`config.mk`:
```
export PLATFORM = sky130hd
export DESIGN_NAME = cml_exec
export DESIGN_NICKNAME = d
export VERILOG_FILES = /design/src/shared/cml_pkg.sv /design/src/cml_exec.sv
export VERILOG_INCLUDE_DIRS = /design/src /design/src/shared
export SDC_FILE = /design/constraint.sdc
export NUM_CORES = 1
export LEC_CHECK = 0
export ABC_CLOCK_PERIOD_IN_PS = 4600
export BUFFER_PORTS_ARGS = -buffer_cell sky130_fd_sc_hd__buf_2
export CAP_MARGIN = 40
export CORE_MARGIN = 3
export CORE_UTILIZATION = 49
export DETAILED_ROUTE_END_ITERATION = 16
export GPL_TIMING_DRIVEN = 0
export MAX_ROUTING_LAYER = met4
export SLEW_MARGIN = 0
export SYNTH_ARGS = -nofsm -noshare
export SYNTH_HDL_FRONTEND = slang
export SYNTH_SLANG_ARGS = --single-unit
```
`constraint.sdc`:
```
create_clock -name clk -period 4.6 [get_ports clk]
set_clock_uncertainty 0.2 [all_clocks]
set_input_delay 0.23 -clock clk [delete_from_list [all_inputs] [get_ports clk]]
set_output_delay 0.23 -clock clk [all_outputs]
set_load 0.05 [all_outputs]
```
`src/shared/cml_defs.svh`:
```
`ifndef CML_DEFS_SVH
`define CML_DEFS_SVH
`define CML_DATA_W 8
`define CML_PC_W 11
`define CML_RADDR_W 7
`define CML_SEL_W 4
`define CML_SP_W 3
`define CML_STACK_DEPTH 8
`define CML_SEL_MIN 4'h5
`define CML_SEL_MAX 4'hf
`define CML_SFR_COUNT 16
`define CML_RAM_WORDS 128
`define CML_RST_DATA 8'h00
`define CML_RST_PC 11'h000
`define CML_RST_SP 3'h0
`define CML_PC_STEP 11'h001
`define CML_SP_STEP 3'h1
`endif

```
`src/shared/cml_pkg.sv`:
```
package cml_pkg;
  typedef enum logic [2:0] {
    CML_OP_NONE,
    CML_OP_OR_IMM,
    CML_OP_PAGE_READ,
    CML_OP_PAGE_WRITE,
    CML_OP_LONG_CALL,
    CML_OP_LONG_JUMP,
    CML_OP_LOAD_IMM,
    CML_OP_STORE_WORK
  } cml_op_type;

  typedef struct packed {
    cml_op_type op;
    logic [7:0] imm;
    logic [3:0] sel;
    logic [6:0] raddr;
    logic [10:0] target;
  } cml_instr_type;

  typedef struct packed {
    logic [7:0] work;
    logic zero;
    logic [10:0] pc;
    logic [2:0] sp;
  } cml_state_type;
endpackage

```
`src/cml_exec.sv`:
```
`timescale 1ns/1ps
`include "cml_defs.svh"
module cml_exec import cml_pkg::*; (
  // Clock and reset
  input wire logic clk,
  input wire logic sys_rst,
  // Instruction issue
  input wire logic instr_valid,
  input wire cml_instr_type instr,
  output logic instr_ready,
  // Architectural state view
  output cml_state_type state,
  output logic busy,
  // Special register page
  output logic [`CML_SEL_W-1:0] sfr_addr,
  output logic [`CML_DATA_W-1:0] sfr_wdata,
  output logic sfr_we,
  // Data memory read port and call stack top
  input wire logic [`CML_RADDR_W-1:0] mem_raddr,
  output logic [`CML_DATA_W-1:0] mem_rdata,
  output logic [`CML_DATA_W-1:0] stack_top
);

  // ======================================================
  // State
  logic [`CML_DATA_W-1:0] work_r, work_nxt;
  logic zero_r, zero_nxt;
  logic [`CML_PC_W-1:0] pc_r, pc_nxt;
  logic [`CML_SP_W-1:0] sp_r, sp_nxt;
  logic [`CML_PC_W-1:0] tgt_r, tgt_nxt;
  logic [`CML_DATA_W-1:0] sfr_r [`CML_SFR_COUNT];
  logic [`CML_DATA_W-1:0] ram_r [`CML_RAM_WORDS];
  logic [`CML_PC_W-1:0] stk_r [`CML_STACK_DEPTH];
  logic [`CML_SEL_W-1:0] sfr_addr_r, sfr_addr_nxt;
  logic [`CML_DATA_W-1:0] sfr_wdata_r, sfr_wdata_nxt;
  logic sfr_we_r, sfr_we_nxt;

  typedef enum logic [1:0] {ST_IDLE, ST_CALL, ST_JUMP} cml_fsm_type;
  cml_fsm_type fsm_r, fsm_nxt;

  logic take;
  logic sel_ok;
  logic ram_we;
  logic push;
  logic [`CML_DATA_W-1:0] or_res;
  logic [`CML_DATA_W-1:0] sfr_rd;

  assign instr_ready = (fsm_r == ST_IDLE);
  assign busy = (fsm_r != ST_IDLE);
  assign take = instr_valid && instr_ready;
  assign sel_ok = (instr.sel >= `CML_SEL_MIN) && (instr.sel <= `CML_SEL_MAX);
  assign or_res = work_r | instr.imm;
  assign sfr_rd = sfr_r[instr.sel];

  // ======================================================
  // Next state
  always_comb begin
    work_nxt = work_r;
    zero_nxt = zero_r;
    pc_nxt = pc_r;
    sp_nxt = sp_r;
    tgt_nxt = tgt_r;
    fsm_nxt = fsm_r;
    sfr_addr_nxt = sfr_addr_r;
    sfr_wdata_nxt = sfr_wdata_r;
    sfr_we_nxt = 1'b0;
    ram_we = 1'b0;
    push = 1'b0;
    unique case (fsm_r)
      ST_IDLE: begin
        if (take) begin
          pc_nxt = pc_r + `CML_PC_STEP;
          unique case (instr.op)
            CML_OP_OR_IMM: begin
              work_nxt = or_res;
              zero_nxt = (or_res == `CML_RST_DATA);
            end
            CML_OP_PAGE_READ: begin
              if (sel_ok) begin
                work_nxt = sfr_r[instr.sel];
              end
            end
            CML_OP_PAGE_WRITE: begin
              if (sel_ok) begin
                sfr_we_nxt = 1'b1;
                sfr_addr_nxt = instr.sel;
                sfr_wdata_nxt = work_r;
              end
            end
            CML_OP_LONG_CALL: begin
              push = 1'b1;
              sp_nxt = sp_r + `CML_SP_STEP;
              tgt_nxt = instr.target;
              fsm_nxt = ST_CALL;
            end
            CML_OP_LONG_JUMP: begin
              tgt_nxt = instr.target;
              fsm_nxt = ST_JUMP;
            end
            CML_OP_LOAD_IMM: begin
              work_nxt = instr.imm;
            end
            CML_OP_STORE_WORK: begin
              ram_we = 1'b1;
            end
            CML_OP_NONE: begin
            end
          endcase
        end
      end
      ST_CALL: begin
        pc_nxt = tgt_r;
        fsm_nxt = ST_IDLE;
      end
      ST_JUMP: begin
        pc_nxt = tgt_r;
        fsm_nxt = ST_IDLE;
      end
      default: begin
        fsm_nxt = ST_IDLE;
      end
    endcase
  end

  // ======================================================
  // Registers
  always_ff @(posedge clk) begin
    if (sys_rst) begin
      work_r <= `CML_RST_DATA;
      zero_r <= 1'b0;
      pc_r <= `CML_RST_PC;
      sp_r <= `CML_RST_SP;
      tgt_r <= `CML_RST_PC;
      fsm_r <= ST_IDLE;
      sfr_addr_r <= `CML_SEL_MIN;
      sfr_wdata_r <= `CML_RST_DATA;
      sfr_we_r <= 1'b0;
    end else begin
      work_r <= work_nxt;
      zero_r <= zero_nxt;
      pc_r <= pc_nxt;
      sp_r <= sp_nxt;
      tgt_r <= tgt_nxt;
      fsm_r <= fsm_nxt;
      sfr_addr_r <= sfr_addr_nxt;
      sfr_wdata_r <= sfr_wdata_nxt;
      sfr_we_r <= sfr_we_nxt;
    end
  end

  // Memories, no reset
  always_ff @(posedge clk) begin
    if (sfr_we_nxt) begin
      sfr_r[sfr_addr_nxt] <= sfr_wdata_nxt;
    end
    if (ram_we) begin
      ram_r[instr.raddr] <= work_r;
    end
    if (push) begin
      stk_r[sp_r] <= pc_r + `CML_PC_STEP;
    end
  end

  logic [`CML_DATA_W-1:0] mem_rdata_r;
  logic [`CML_DATA_W-1:0] stack_top_r;
  always_ff @(posedge clk) begin
    mem_rdata_r <= ram_r[mem_raddr];
    stack_top_r <= stk_r[sp_r - `CML_SP_STEP][`CML_DATA_W-1:0];
  end

  assign mem_rdata = mem_rdata_r;
  assign stack_top = stack_top_r;
  assign sfr_addr = sfr_addr_r;
  assign sfr_wdata = sfr_wdata_r;
  assign sfr_we = sfr_we_r;
  assign state = '{work: work_r, zero: zero_r, pc: pc_r, sp: sp_r};

  // ======================================================
  // Checks
  a_or_result: assert property (@(posedge clk) disable iff (sys_rst)
    take && instr.op == CML_OP_OR_IMM |=> work_r == ($past(work_r) | $past(instr.imm)))
    else $error("or result wrong");
  a_zero_flag: assert property (@(posedge clk) disable iff (sys_rst)
    take && instr.op == CML_OP_OR_IMM |=> zero_r == (work_r == `CML_RST_DATA))
    else $error("zero flag wrong");
  a_page_read: assert property (@(posedge clk) disable iff (sys_rst)
    take && instr.op == CML_OP_PAGE_READ && sel_ok |=> $stable(zero_r))
    else $error("page read touched flag");
  a_page_write: assert property (@(posedge clk) disable iff (sys_rst)
    take && instr.op == CML_OP_PAGE_WRITE && sel_ok |=> sfr_we && sfr_wdata == $past(work_r))
    else $error("page write missing");
  a_call_push: assert property (@(posedge clk) disable iff (sys_rst)
    take && instr.op == CML_OP_LONG_CALL |=> sp_r == $past(sp_r) + `CML_SP_STEP ##1 !busy)
    else $error("call push wrong");
  a_call_target: assert property (@(posedge clk) disable iff (sys_rst)
    take && instr.op == CML_OP_LONG_CALL |=> ##1 pc_r == $past(instr.target, 2))
    else $error("call target wrong");
  a_jump_target: assert property (@(posedge clk) disable iff (sys_rst)
    take && instr.op == CML_OP_LONG_JUMP |=> $stable(sp_r) ##1 pc_r == $past(instr.target, 2))
    else $error("jump target wrong");
  a_load_imm: assert property (@(posedge clk) disable iff (sys_rst)
    take && instr.op == CML_OP_LOAD_IMM |=> work_r == $past(instr.imm) && $stable(zero_r))
    else $error("load immediate wrong");
  a_store_flags: assert property (@(posedge clk) disable iff (sys_rst)
    take && instr.op == CML_OP_STORE_WORK |=> $stable(zero_r) && $stable(work_r))
    else $error("store changed state");
  a_page_read_data: assert property (@(posedge clk) disable iff (sys_rst)
    take && instr.op == CML_OP_PAGE_READ && sel_ok |=> work_r == $past(sfr_rd))
    else $error("page read data wrong");
  a_page_write_addr: assert property (@(posedge clk) disable iff (sys_rst)
    take && instr.op == CML_OP_PAGE_WRITE && sel_ok
    |=> sfr_addr == $past(instr.sel) && $stable(zero_r))
    else $error("page write address wrong");
  a_call_stack: assert property (@(posedge clk) disable iff (sys_rst)
    take && instr.op == CML_OP_LONG_CALL
    |=> busy && !instr_ready && stk_r[$past(sp_r)] == $past(pc_r) + `CML_PC_STEP)
    else $error("call return address wrong");
  a_jump_hold: assert property (@(posedge clk) disable iff (sys_rst)
    take && instr.op == CML_OP_LONG_JUMP
    |=> busy && $stable(zero_r) && $stable(work_r) ##1 !busy && $stable(sp_r))
    else $error("jump changed state");
  a_store_data: assert property (@(posedge clk) disable iff (sys_rst)
    take && instr.op == CML_OP_STORE_WORK |=> ram_r[$past(instr.raddr)] == $past(work_r))
    else $error("store data wrong");
endmodule

```
==> impl_metrics.csv, run 1 <==
group,metric,value,unit
status,result_of_the_run,"finished, final reports clean",
drt,detailroute.via_count,23600,
synth,synth-seq-area-share,76.1,%
clock_tree,worst_skew_pair.late_latency,0.72,ns
die,floorplan.die.width,319,µm
worst_setup_path,crit_arrival,4.65,ns
place,finalWeightedCongestion,0.838,
synth,synth_simple_gate_area_share,2.84,%
die,ioPinCount,97,
global_routing,first_global_vias,24200,
synth,syn-num-nets,2255,
worst_setup_path,critPathCaptureType,"flip-flop",
timing,grt_setup_unrepaired,"no",
global_routing,grt_pass1_wl,171,mm
drt,drt-pass1-iter-count,6,
synth,post_synth_xor_area_fraction,0.109,%
worst_setup_path,crit_family,"simple AND/OR/NAND/NOR gates",
layout,area_growth,15.1,%
worst_setup_path,worst_r2r_startpoint,"fsm_r[0]",
die,floorplan.initialDensity,49.6,%
worst_setup_path,crit_path_start_kind,"flip-flop",
place,count_of_buffers_inserted_at_the_top_level_ports,86,
synth,postSynthRegisterBits,1241,
synth,netlist.top_cell.by_area,"sky130_fd_sc_hd__edfxtp_1",
power,cellPowerDensity,434,nW/µm²
timing,maxClockFrequency,0.222,GHz
layout,final_net_count,2560,
worst_setup_path,type_of_the_worst_setup_path,"reg -> reg",
synth,synthTopCellsByArea,"sky130_fd_sc_hd__edfxtp_1, sky130_fd_sc_hd__mux4_2, sky130_fd_sc_hd__dfxtp_1, sky130_fd_sc_hd__nor2_1, sky130_fd_sc_hd__mux2_2",
synth,yosysTopAreaCellShare,73.4,%
drt,drc,0,
synth,async_reset_ff_share,0,%
clock_tree,clock_sinks,1241,
worst_setup_path,reg2reg_to,"ram_r[94][4]",
clock_tree,cts_htree_levels,4,
worst_setup_path,reg2reg_depth,10,
run,max-cap-violations,0,
clock_tree,tritoncts,"yes",
synth,synth.mux.area_fraction,18.3,%
die,row_count,114,
drt,routed_wire_length_per_instance,30.1,µm
place,hpwlAfterDp,79.0,mm
timing,final.hold.worst_slack,0.0905,ns
synth,synth_area_in_compound_gates,1.21,%
worst_setup_path,critical-path-max-stage-delay,0.65,ns
die,coreArea,97000,µm²
place,detailed_place.area,50900,µm²
global_routing,gr-total-overflow,0,
clock_tree,max-clock-path-buffers,3,
clock_tree,cts_resized,0,
worst_setup_path,path_buf_inv,5,
layout,share_of_final_layout_standard_cells_stronger_than_drive_strength_1,29.5,%
synth,synth-edff-count,1176,
worst_setup_path,cells_traversed_along_the_worst_timing_path,"inv_1 -> ha_1 -> clkbuf_1 -> nand4_1 -> nor3_1 -> buf_4 -> nand3_1 -> clkbuf_1 -> buf_6 -> nor2_1",
min_path,holdCritStartpoint,"instr[2]",
worst_setup_path,timing.critical_path.slowest_stage_cell,"sky130_fd_sc_hd__nor2_1",
clock_tree,cts.clk_slew.worst_paths,0.06,ns
worst_setup_path,r2r_slack,0.09,ns
synth,yosys-top-cells-count,"sky130_fd_sc_hd__edfxtp_1, sky130_fd_sc_hd__mux4_2, sky130_fd_sc_hd__nor2_1, sky130_fd_sc_hd__clkbuf_1, sky130_fd_sc_hd__dfxtp_1",
clock_tree,cts_inserted_buffers,130,
synth,synth_adder_area_share,0.104,%
synth,ys_warn_count,0,
power,static-leakage-power,17.9,nW
global_routing,antenna_violations_before_repair,4,
synth,synthDistinctLibCells,52,
layout,final_cell_area,55400,µm²
clock_tree,cts-root-buf,"sky130_fd_sc_hd__clkbuf_16",
timing,setup-tns-final,0,ns
min_path,timing.hold.worst.class,"in -> reg",
timing,timing_hold_violations_final,0,
worst_setup_path,cp_max_fo,8,
clock_tree,post_cts.repair.setup_buffers,0,
synth,dominant_cell_by_count_in_the_synthesized_netlist,"sky130_fd_sc_hd__edfxtp_1",
min_path,min_path_cells,4,
global_routing,grt_start_max_net_pins,86,
timing,post-route-period-util,98.0,%
drt,dr.first_iter.drc_count,2659,
min_path,hold_path_end,"tgt_r[2]",
timing,slew_violations,0,
worst_setup_path,cp_common_cell,"sky130_fd_sc_hd__clkbuf_1",
die,die_area,102000,µm²
drt,finalWirelength,117,mm
die,fp.dieH,319,µm
drt,drtAntennaViolNets,0,
power,ir_worst_vdd,0.343,mV
timing,worst_slew_pin_slew,0.960,ns
synth,ys.flop_type,"sky130_fd_sc_hd__edfxtp_1",
timing,timing.final.crit_period,4.51,ns
drt,post_drt_via_cell_ratio,6.07,
synth,synth_cells,2208,
timing,max-slew-margin-rel,36.0,%
timing,final-setup-viol-count,0,
synth,synth.cell_area,48100,µm²
worst_setup_path,cp_data_required_time,4.74,ns
clock_tree,post_cts_hold_buffer_count,36,
synth,synth_top_family_by_area,"multiplexers",
global_routing,grt_usage,24.1,%
synth,syn_area_per_cell,21.8,µm²
worst_setup_path,setup.worst_path.start,"fsm_r[0]",
## how the worst max path moves through the flow
stage	endpoint	slack (ns)	cells past startpoint
global placement	work_r[0]	-0.68	3
global route	ram_r[94][4]	0.05	10
floorplan	work_r[6]	1.13	3
CTS	ram_r[94][4]	0.18	10
detailed placement	ram_r[94][7]	0.20	10
finish	ram_r[94][4]	0.09	10
## final cells by class
cell class / instances / area [µm²]
fill: 7206 / 41600
sequential: 1241 / 36600
multi-input combinational: 820 / 10900
clock buffer: 166 / 3580
tap: 1276 / 1600
timing repair buffer: 173 / 1480
clock inverter: 70 / 562
buffer: 122 / 524
inverter: 25 / 93.8
antenna: 1 / 2.50
## power by group
part / switching (mW) / leakage [nW] / internal [mW]
registers: 0.118 / 11.6 / 12.4
logic: 0.809 / 4.29 / 0.516
clock network: 4.21 / 2.04 / 5.95
## cells by family after synthesis
logic type      count (synthesis)
compound gates                 86
fa+ha+maj                       4
mux                           419
xor+xnor                        6
simple gates                  305
flops                        1241
buf+inv                       147
## cells in the final DEF, fill, tap and decap left out, types with 26 or more instances in the layout
cell                            count
sky130_fd_sc_hd__a21oi_1           26
sky130_fd_sc_hd__buf_2            109
sky130_fd_sc_hd__clkbuf_1          92
sky130_fd_sc_hd__clkbuf_16        137
sky130_fd_sc_hd__clkinv_2          31
sky130_fd_sc_hd__dfxtp_1           57
sky130_fd_sc_hd__dlygate4sd3_1     36
sky130_fd_sc_hd__edfxtp_1        1176
sky130_fd_sc_hd__mux2i_1           26
sky130_fd_sc_hd__mux4_2           368
sky130_fd_sc_hd__nand2_1           55
sky130_fd_sc_hd__nor2_1           151
## layer usage
layer | global-route usage, % | routed length [µm] | vias to the layer above
li1 | - | - | 9864
met3 | 4.31 | 8120 | 159
met2 | 39.0 | 59400 | 945
met4 | 6.07 | 2530 | 0
met1 | 32.3 | 47100 | 12700
met5 | - | 0 | -
## flip-flops by register name (all words and copies together), names as in the netlist
register and count:
mem_rdata 8, ram_r 1024, pc_r 11, stack_top 8
sfr_wdata 8, sfr_r 88, work_r 8, stk_r 64
sfr_addr 4, zero_r 1, tgt_r 11, sp_r 3
sfr_we 1, fsm_r 2
## worst register-to-register path, delay by kind of cell, from the launching register on
family	cells	cell delay, ns
DFF	1	0.31
buffers and inverters	5	1.44
and+or+nand+nor	4	1.98
adders and majority gates	1	0.19
## through the flow
step	utilization, %	instances	setup WS [ns]	total power [mW]
final	57.1	3894	0.0926	24.0
after global routing	57.1	3893	0.0453	24.8
after CTS	57.1	3893	0.181	24.2
after detailed placement	52.5	3621	0.204	14.1
after global placement	51.7	3570	-0.680	14.1
after floorplan	-	2208	1.13	13.6
(Power assumes the default switching activity.)
==> run 2, diff against run 1 <==
--- a/config.mk
+++ b/config.mk
@@ -10,7 +10,7 @@
 export BUFFER_PORTS_ARGS = -buffer_cell sky130_fd_sc_hd__buf_2
 export CAP_MARGIN = 40
 export CORE_MARGIN = 3
-export CORE_UTILIZATION = 49
+export CORE_UTILIZATION = 45
 export DETAILED_ROUTE_END_ITERATION = 16
 export GPL_TIMING_DRIVEN = 0
 export MAX_ROUTING_LAYER = met4
==> run 2 against run 1 <==
Die area up 8.7%; combinational power is essentially flat; worst setup slack improved by 0.18 ns.
==> impl_metrics.csv, run 2 (synthesized netlist as in run 1, its figures left out) <==
group,metric,value,unit
drt,detailroute.via_count,23500,
drt,dr.first_iter.drc_count,2277,
global_routing,grt_usage,21.8,%
clock_tree,tritoncts,"yes",
min_path,timing.hold.worst.class,"in -> reg",
worst_setup_path,worst_r2r_startpoint,"fsm_r[0]",
layout,final_cell_area,55400,µm²
power,cellPowerDensity,427,nW/µm²
timing,post-route-period-util,94.2,%
die,die_area,111000,µm²
drt,routed_wire_length_per_instance,29.0,µm
clock_tree,cts-root-buf,"sky130_fd_sc_hd__clkbuf_16",
place,hpwlAfterDp,78.9,mm
clock_tree,worst_skew_pair.late_latency,0.72,ns
worst_setup_path,cp_max_fo,8,
timing,timing.final.crit_period,4.33,ns
layout,final_net_count,2560,
drt,drc,0,
drt,finalWirelength,116,mm
clock_tree,cts_htree_levels,3,
drt,drtAntennaViolNets,0,
clock_tree,cts.clk_slew.worst_paths,0.06,ns
worst_setup_path,r2r_slack,0.27,ns
layout,largest_register_ffs,1024,
global_routing,antenna_violations_before_repair,1,
clock_tree,cts_resized,0,
clock_tree,clock_sinks,1241,
worst_setup_path,reg2reg_depth,9,
worst_setup_path,crit_path_start_kind,"flip-flop",
global_routing,global_route.usage.met2,35.4,%
die,floorplan.die.width,333,µm
drt,post_drt_via_cell_ratio,5.85,
global_routing,grtUsageMet1,29.2,%
clock_tree,max-clock-path-buffers,3,
drt,drt-pass1-iter-count,7,
min_path,holdCritStartpoint,"instr[14]",
status,result_of_the_run,"finished, final reports clean",
global_routing,gr-total-overflow,0,
layout,registers.top_by_ff_count,"ram_r",
layout,fraction_of_the_core_area_covered_by_cells_at_the_end_of_the_flow,52.4,%
global_routing,grt_most_used_layer,"met2",
timing,final-setup-viol-count,0,
worst_setup_path,reg2reg_to,"ram_r[65][7]",
die,coreArea,106000,µm²
run,max-cap-violations,0,
min_path,hold_path_end,"ram_r[25][5]",
power,static-leakage-power,17.8,nW
timing,slew_violations,0,
worst_setup_path,crit_arrival,4.46,ns
layout,area_growth,15.1,%
timing,grt_setup_unrepaired,"no",
timing,worst_slew_pin_slew,0.972,ns
global_routing,grt_start_max_net_pins,89,
die,fp.dieH,333,µm
global_routing,first_global_vias,24400,
layout,most_frequent_standard_cell_in_the_layout_excluding_fill_and_tap_cells,"sky130_fd_sc_hd__edfxtp_1",
worst_setup_path,type_of_the_worst_setup_path,"reg -> reg",
place,detailed_place.area,51000,µm²
worst_setup_path,cp_data_required_time,4.73,ns
timing,max-slew-margin-rel,35.2,%
place,finalWeightedCongestion,0.835,
clock_tree,cts_inserted_buffers,121,
min_path,min_path_cells,3,
layout,share_of_final_layout_standard_cells_stronger_than_drive_strength_1,29.2,%
timing,timing_hold_violations_final,0,
global_routing,groute.layer.met3.usage,3.34,%
layout,mostFrequentLayoutCells,"sky130_fd_sc_hd__edfxtp_1, sky130_fd_sc_hd__mux4_2, sky130_fd_sc_hd__nor2_1",
power,ir_worst_vdd,0.282,mV
timing,maxClockFrequency,0.231,GHz
clock_tree,post_cts.repair.setup_buffers,0,
die,row_count,119,
place,count_of_buffers_inserted_at_the_top_level_ports,86,
global_routing,grt_pass1_wl,170,mm
worst_setup_path,critPathCaptureType,"flip-flop",
die,floorplan.initialDensity,45.5,%
die,ioPinCount,97,
layout,largest_registers_ranked_by_flip_flop_count,"ram_r x1024, sfr_r x88, stk_r x64",
-- run 2: cell types whose count changed in the layout (fill, tap and decap cells not counted), moves of 3 or more --
cell,before,now
sky130_fd_sc_hd__inv_6,5,2
sky130_fd_sc_hd__buf_4,24,32
sky130_fd_sc_hd__clkbuf_16,137,124
sky130_fd_sc_hd__clkbuf_8,4,8
sky130_fd_sc_hd__clkinv_1,20,11
sky130_fd_sc_hd__clkbuf_1,92,106
sky130_fd_sc_hd__clkinv_2,31,27
sky130_fd_sc_hd__buf_12,3,0
-- run 2: worst max-delay path by stage --
stage | from | end | slack, ns | cells past startpoint
global route | fsm_r[1] | ram_r[65][7] | 0.20 | 9
CTS | fsm_r[0] | ram_r[65][7] | 0.28 | 9
finish | fsm_r[0] | ram_r[65][7] | 0.27 | 9
global placement | fsm_r[0] | ram_r[66][7] | -0.80 | 8
detailed placement | fsm_r[0] | ram_r[65][4] | 0.34 | 9
floorplan | work_r[6] | work_r[6] | 1.13 | 3
-- run 2: layout make-up --
class	instances	area (µm²)
antenna	1	2.50
buffer	122	524
clock buffer	171	3360
clock inverter	58	589
fill	8230	50300
inverter	25	93.8
multi-input combinational	820	10900
sequential	1241	36600
tap	1391	1740
timing repair buffer	182	1530
-- run 2: where the power goes --
group          internal (mW)  switching, mW  total [mW]
Combinational          0.514          0.794        1.31
Clock                   5.65           4.13        9.78
Sequential              12.4          0.124        12.6
Total                   18.6           5.05        23.7
-- run 2: timing repair --
action	4_1_cts	5_1_grt
endpoints found under the setup margin	0	0
hold buffers	38	0
hold endpoints to repair	66	0
-- run 2: critical path, stage by stage (launching register included) --
cell and delay [ns]:
sky130_fd_sc_hd__dfxtp_1 0.31, sky130_fd_sc_hd__inv_1 0.05, sky130_fd_sc_hd__ha_1 0.17, sky130_fd_sc_hd__clkbuf_1 0.29, sky130_fd_sc_hd__and4_1 0.27, sky130_fd_sc_hd__and3_1 0.56
sky130_fd_sc_hd__nand2_1 0.67, sky130_fd_sc_hd__clkbuf_1 0.47, sky130_fd_sc_hd__buf_8 0.26, sky130_fd_sc_hd__nor2_1 0.69
-- run 2: metrics by stage --
| stage | setup slack (ns) | TNS (ns) | hold WS [ns] | std cells | total power, mW |
|---|---|---|---|---|---|
| final | 0.268 | 0 | 0.0696 | 4011 | 23.7 |
| after global routing | 0.200 | 0 | 0.0494 | 4010 | 24.4 |
| after CTS | 0.283 | 0 | 0.0133 | 4006 | 23.8 |
| after detailed placement | 0.338 | 0 | 0.247 | 3739 | 14.1 |
| after global placement | -0.798 | -469.20 | 0.250 | 3685 | 14.1 |
| after floorplan | 1.13 | 0 | 0.166 | 2208 | 13.6 |
-- run 2: layer usage --
layer | up-vias | routed length [µm]
li1 | 9853 | -
met1 | 12600 | 47700
met2 | 897 | 58500
met3 | 137 | 7760
met4 | 0 | 2430
met5 | - | 0
==> run 3, diff against run 2 <==
--- a/config.mk
+++ b/config.mk
@@ -6,14 +6,15 @@
 export SDC_FILE = /design/constraint.sdc
 export NUM_CORES = 1
 export LEC_CHECK = 0
+export ABC_AREA = 1
 export ABC_CLOCK_PERIOD_IN_PS = 4600
 export BUFFER_PORTS_ARGS = -buffer_cell sky130_fd_sc_hd__buf_2
 export CAP_MARGIN = 40
 export CORE_MARGIN = 3
 export CORE_UTILIZATION = 45
 export DETAILED_ROUTE_END_ITERATION = 16
-export GPL_TIMING_DRIVEN = 0
 export MAX_ROUTING_LAYER = met4
+export SETUP_SLACK_MARGIN = 0.3
 export SLEW_MARGIN = 0
 export SYNTH_ARGS = -nofsm -noshare
 export SYNTH_HDL_FRONTEND = slang
==> run 3 against run 2 <==
Core utilization shrank 0.76 points; flip-flop and latch count grew 8; worst hold slack gained 0.087 ns; largest power group unchanged; combinational power grew 24%; register-to-register slack gained 0.51 ns; global-route usage grew 1.8 points; first-iteration DRC count grew 75%; design area grew 3.7%; worst setup slack gained 0.41 ns; highest routed layer unchanged; sequential power is essentially flat; largest cell class unchanged.
==> impl_metrics.csv, run 3 <==
group,metric,value,unit
drt,post_drt_via_cell_ratio,5.51,
drt,dr.first_iter.drc_count,3989,
synth,synth_cells,4371,
global_routing,grt_pass1_wl,202,mm
worst_setup_path,cp_common_cell,"sky130_fd_sc_hd__dlygate4sd3_1",
synth,synth.cell_area,50700,µm²
power,power.share.sequential,52.1,%
drt,routed_wire_length_per_instance,22.0,µm
place,place.detailed.instances,5813,
global_routing,grtUsageMet1,33.0,%
timing,maxClockFrequency,0.255,GHz
power,internal_power,18.7,mW
place,hpwlAfterDp,79.5,mm
global_routing,gr-total-overflow,0,
power,power.switching_fraction,23.3,%
synth,ys_warn_count,0,
drt,drc,0,
layout,fraction_of_the_core_area_covered_by_cells_at_the_end_of_the_flow,51.6,%
synth,synth_simple_gate_area_share,21.8,%
worst_setup_path,timing.critical_path.slowest_stage_cell,"sky130_fd_sc_hd__dlygate4sd3_1",
layout,mostFrequentLayoutCells,"sky130_fd_sc_hd__nand2_1, sky130_fd_sc_hd__edfxtp_1, sky130_fd_sc_hd__nand3_1",
min_path,min_path_cells,4,
worst_setup_path,cp_data_required_time,4.74,ns
die,die_area,117000,µm²
power,cellPowerDensity,423,nW/µm²
worst_setup_path,crit_arrival,4.06,ns
synth,synth_area_in_compound_gates,2.24,%
clock_tree,cts-root-buf,"sky130_fd_sc_hd__clkbuf_16",
layout,largest_registers_ranked_by_flip_flop_count,"ram_r x1024, sfr_r x96, stk_r x64",
worst_setup_path,crit_path_start_kind,"input pin",
global_routing,global_route.usage.met2,36.2,%
global_routing,groute.layer.met3.usage,3.29,%
status,result_of_the_run,"finished, final reports clean",
worst_setup_path,cells_traversed_along_the_worst_timing_path,"dlygate4sd3_1 -> buf_2 -> nand2_1 -> dlygate4sd3_1 -> nor3_2 -> dlygate4sd3_1 -> inv_2 -> o21ai_0 -> nand2_1 -> dlygate4sd3_1 -> inv_1 -> nand2_1 -> nor2_1",
worst_setup_path,cp_max_fo,8,
clock_tree,cts.clk_slew.worst_paths,0.06,ns
synth,yosys-top-cells-count,"sky130_fd_sc_hd__nand2_1, sky130_fd_sc_hd__edfxtp_1, sky130_fd_sc_hd__nand3_1, sky130_fd_sc_hd__nor2_1, sky130_fd_sc_hd__buf_2",
global_routing,grt_most_used_layer,"met2",
synth,async_reset_ff_share,0,%
synth,yosysTopAreaCellShare,70.1,%
drt,finalWirelength,134,mm
die,fp.dieH,342,µm
timing,worst_slew_pin_slew,1.02,ns
die,coreArea,111000,µm²
clock_tree,tritoncts,"yes",
timing,post-route-period-util,85.2,%
die,ioPinCount,97,
layout,share_of_final_layout_standard_cells_stronger_than_drive_strength_1,9.53,%
drt,drtAntennaViolNets,0,
worst_setup_path,critical-path-max-stage-delay,0.64,ns
min_path,holdCritStartpoint,"instr[13]",
worst_setup_path,r2r_slack,0.78,ns
clock_tree,worst_skew_pair.late_latency,0.74,ns
power,report.power.total,24.3,mW
place,place_ws,0.884,ns
synth,syn_area_per_cell,11.6,µm²
timing,finalWorstSetupSlack,0.681,ns
global_routing,antenna_violations_before_repair,2,
layout,layoutNonFillerInstCount,6104,
global_routing,first_global_vias,32400,
synth,synth.mux.area_fraction,0,%
layout,largest_register_ffs,1024,
synth,synth_top_family_by_area,"simple AND/OR/NAND/NOR gates",
layout,antenna-diode-count,0,
global_routing,grt_usage,23.6,%
clock_tree,clock_sinks,1249,
worst_setup_path,path_buf_inv,7,
synth,postSynthRegisterBits,1249,
timing,final-setup-viol-count,0,
worst_setup_path,reg2reg_to,"sfr_r[7][5]",
synth,netlist.top_cell.by_area,"sky130_fd_sc_hd__edfxtp_1",
power,power.switching,5.67,mW
timing,grt_setup_unrepaired,"no",
synth,synth-seq-area-share,72.7,%
layout,final_net_count,4560,
synth,synth_adder_area_share,0.0987,%
run,max-cap-violations,0,
place,count_of_buffers_inserted_at_the_top_level_ports,96,
min_path,timing.hold.worst.class,"in -> reg",
worst_setup_path,crit_family,"buffers and inverters",
synth,dominant_cell_by_count_in_the_synthesized_netlist,"sky130_fd_sc_hd__nand2_1",
timing,timing.final.crit_period,3.92,ns
global_routing,grt_start_max_net_pins,193,
clock_tree,cts_htree_levels,4,
die,row_count,122,
synth,ys.flop_type,"sky130_fd_sc_hd__edfxtp_1",
clock_tree,max-clock-path-buffers,3,
power,static-leakage-power,21.2,nW
worst_setup_path,worst_r2r_startpoint,"fsm_r[1]",
timing,setup-tns-final,0,ns
clock_tree,cts_inserted_buffers,132,
min_path,hold_path_end,"ram_r[36][3]",
layout,most_frequent_standard_cell_in_the_layout_excluding_fill_and_tap_cells,"sky130_fd_sc_hd__nand2_1",
power,ir_worst_vdd,0.291,mV
drt,drt-pass1-iter-count,8,
worst_setup_path,reg2reg_depth,12,
worst_setup_path,critPathCaptureType,"flip-flop",
timing,max-slew-margin-rel,32.2,%
synth,synthDistinctLibCells,37,
layout,registers.top_by_ff_count,"ram_r",
timing,timing_hold_violations_final,0,
die,floorplan.initialDensity,45.5,%
timing,slew_violations,0,
die,floorplan.die.width,342,µm
synth,synthTopCellsByArea,"sky130_fd_sc_hd__edfxtp_1, sky130_fd_sc_hd__nand2_1, sky130_fd_sc_hd__nand3_1, sky130_fd_sc_hd__dfxtp_1, sky130_fd_sc_hd__nor2_1",
power,clockPowerShare,41.2,%
layout,area_growth,13.4,%
synth,synth-edff-count,1184,
drt,detailroute.via_count,33600,
power,power_frac_comb,6.7,%
worst_setup_path,type_of_the_worst_setup_path,"in -> reg",
synth,post_synth_xor_area_fraction,0.121,%
place,finalWeightedCongestion,0.886,
[run 3: layout make-up]
type	count	area, µm²
clock buffer	177	3580
clock inverter	60	453
fill	9728	53800
inverter	56	236
multi-input combinational	2802	12300
sequential	1249	36900
tap	1488	1860
timing repair buffer	272	2150
[run 3: kinds of logic after synthesis]
family          Yosys count
simple gates           2576
flops                  1249
buf+inv                 327
compound gates          207
xor+xnor                  7
fa+ha+maj                 4
other cells               1
[run 3: routing by layer]
metal / part of all wire (%) / vias to the layer above
met5: 0 / -
met4: 2.6 / 0
met3: 6.8 / 245
met2: 47 / 1241
met1: 43 / 16500
li1: - / 15700
[run 3: worst reg2reg max path, stage by stage (launching register included)]
cell	delay, ns
sky130_fd_sc_hd__dfxtp_1	0.31
sky130_fd_sc_hd__inv_1	0.07
sky130_fd_sc_hd__ha_1	0.19
sky130_fd_sc_hd__nand2_1	0.13
sky130_fd_sc_hd__nor3_2	0.27
sky130_fd_sc_hd__dlygate4sd3_1	0.64
sky130_fd_sc_hd__inv_2	0.08
sky130_fd_sc_hd__o21ai_0	0.14
sky130_fd_sc_hd__nand2_1	0.08
sky130_fd_sc_hd__dlygate4sd3_1	0.56
sky130_fd_sc_hd__inv_1	0.07
sky130_fd_sc_hd__nand2_1	0.09
sky130_fd_sc_hd__nor2_1	0.60
[run 3: how the worst max path moves through the flow]
stage               slack [ns]            to      start  cells past startpoint
floorplan                 1.34  sfr_r[10][0]  work_r[0]                      2
global placement          0.82  ram_r[58][3]   fsm_r[0]                      9
detailed placement        0.88  ram_r[58][4]   fsm_r[1]                      9
CTS                       0.71   sfr_r[7][1]  instr[30]                     13
global route              0.48   sfr_r[7][1]  instr[30]                     13
finish                    0.68   sfr_r[7][5]  instr[30]                     13
[run 3: stage by stage]
step	area, µm²	hold WS (ns)
after floorplan	50700	0.120
after global placement	52800	0.264
after detailed placement	52900	0.266
after CTS	57500	0.0959
after global routing	57500	0.155
final	57500	0.156
[run 3: power groups by stage]
stage	combinational (mW)	clock (mW)	sequential (mW)
after floorplan	0.805	0	13.1
after global placement	1.56	0	12.9
after detailed placement	1.58	0	12.9
after CTS	1.62	10.2	12.7
after global routing	1.76	10.6	12.7
final	1.62	10.0	12.7
[run 3: timing repair]
action | CTS | global route
resized for setup | 0 | 0
hold buffers | 53 | 0
endpoints found under the hold margin | 71 | 0
setup buffers | 0 | 0
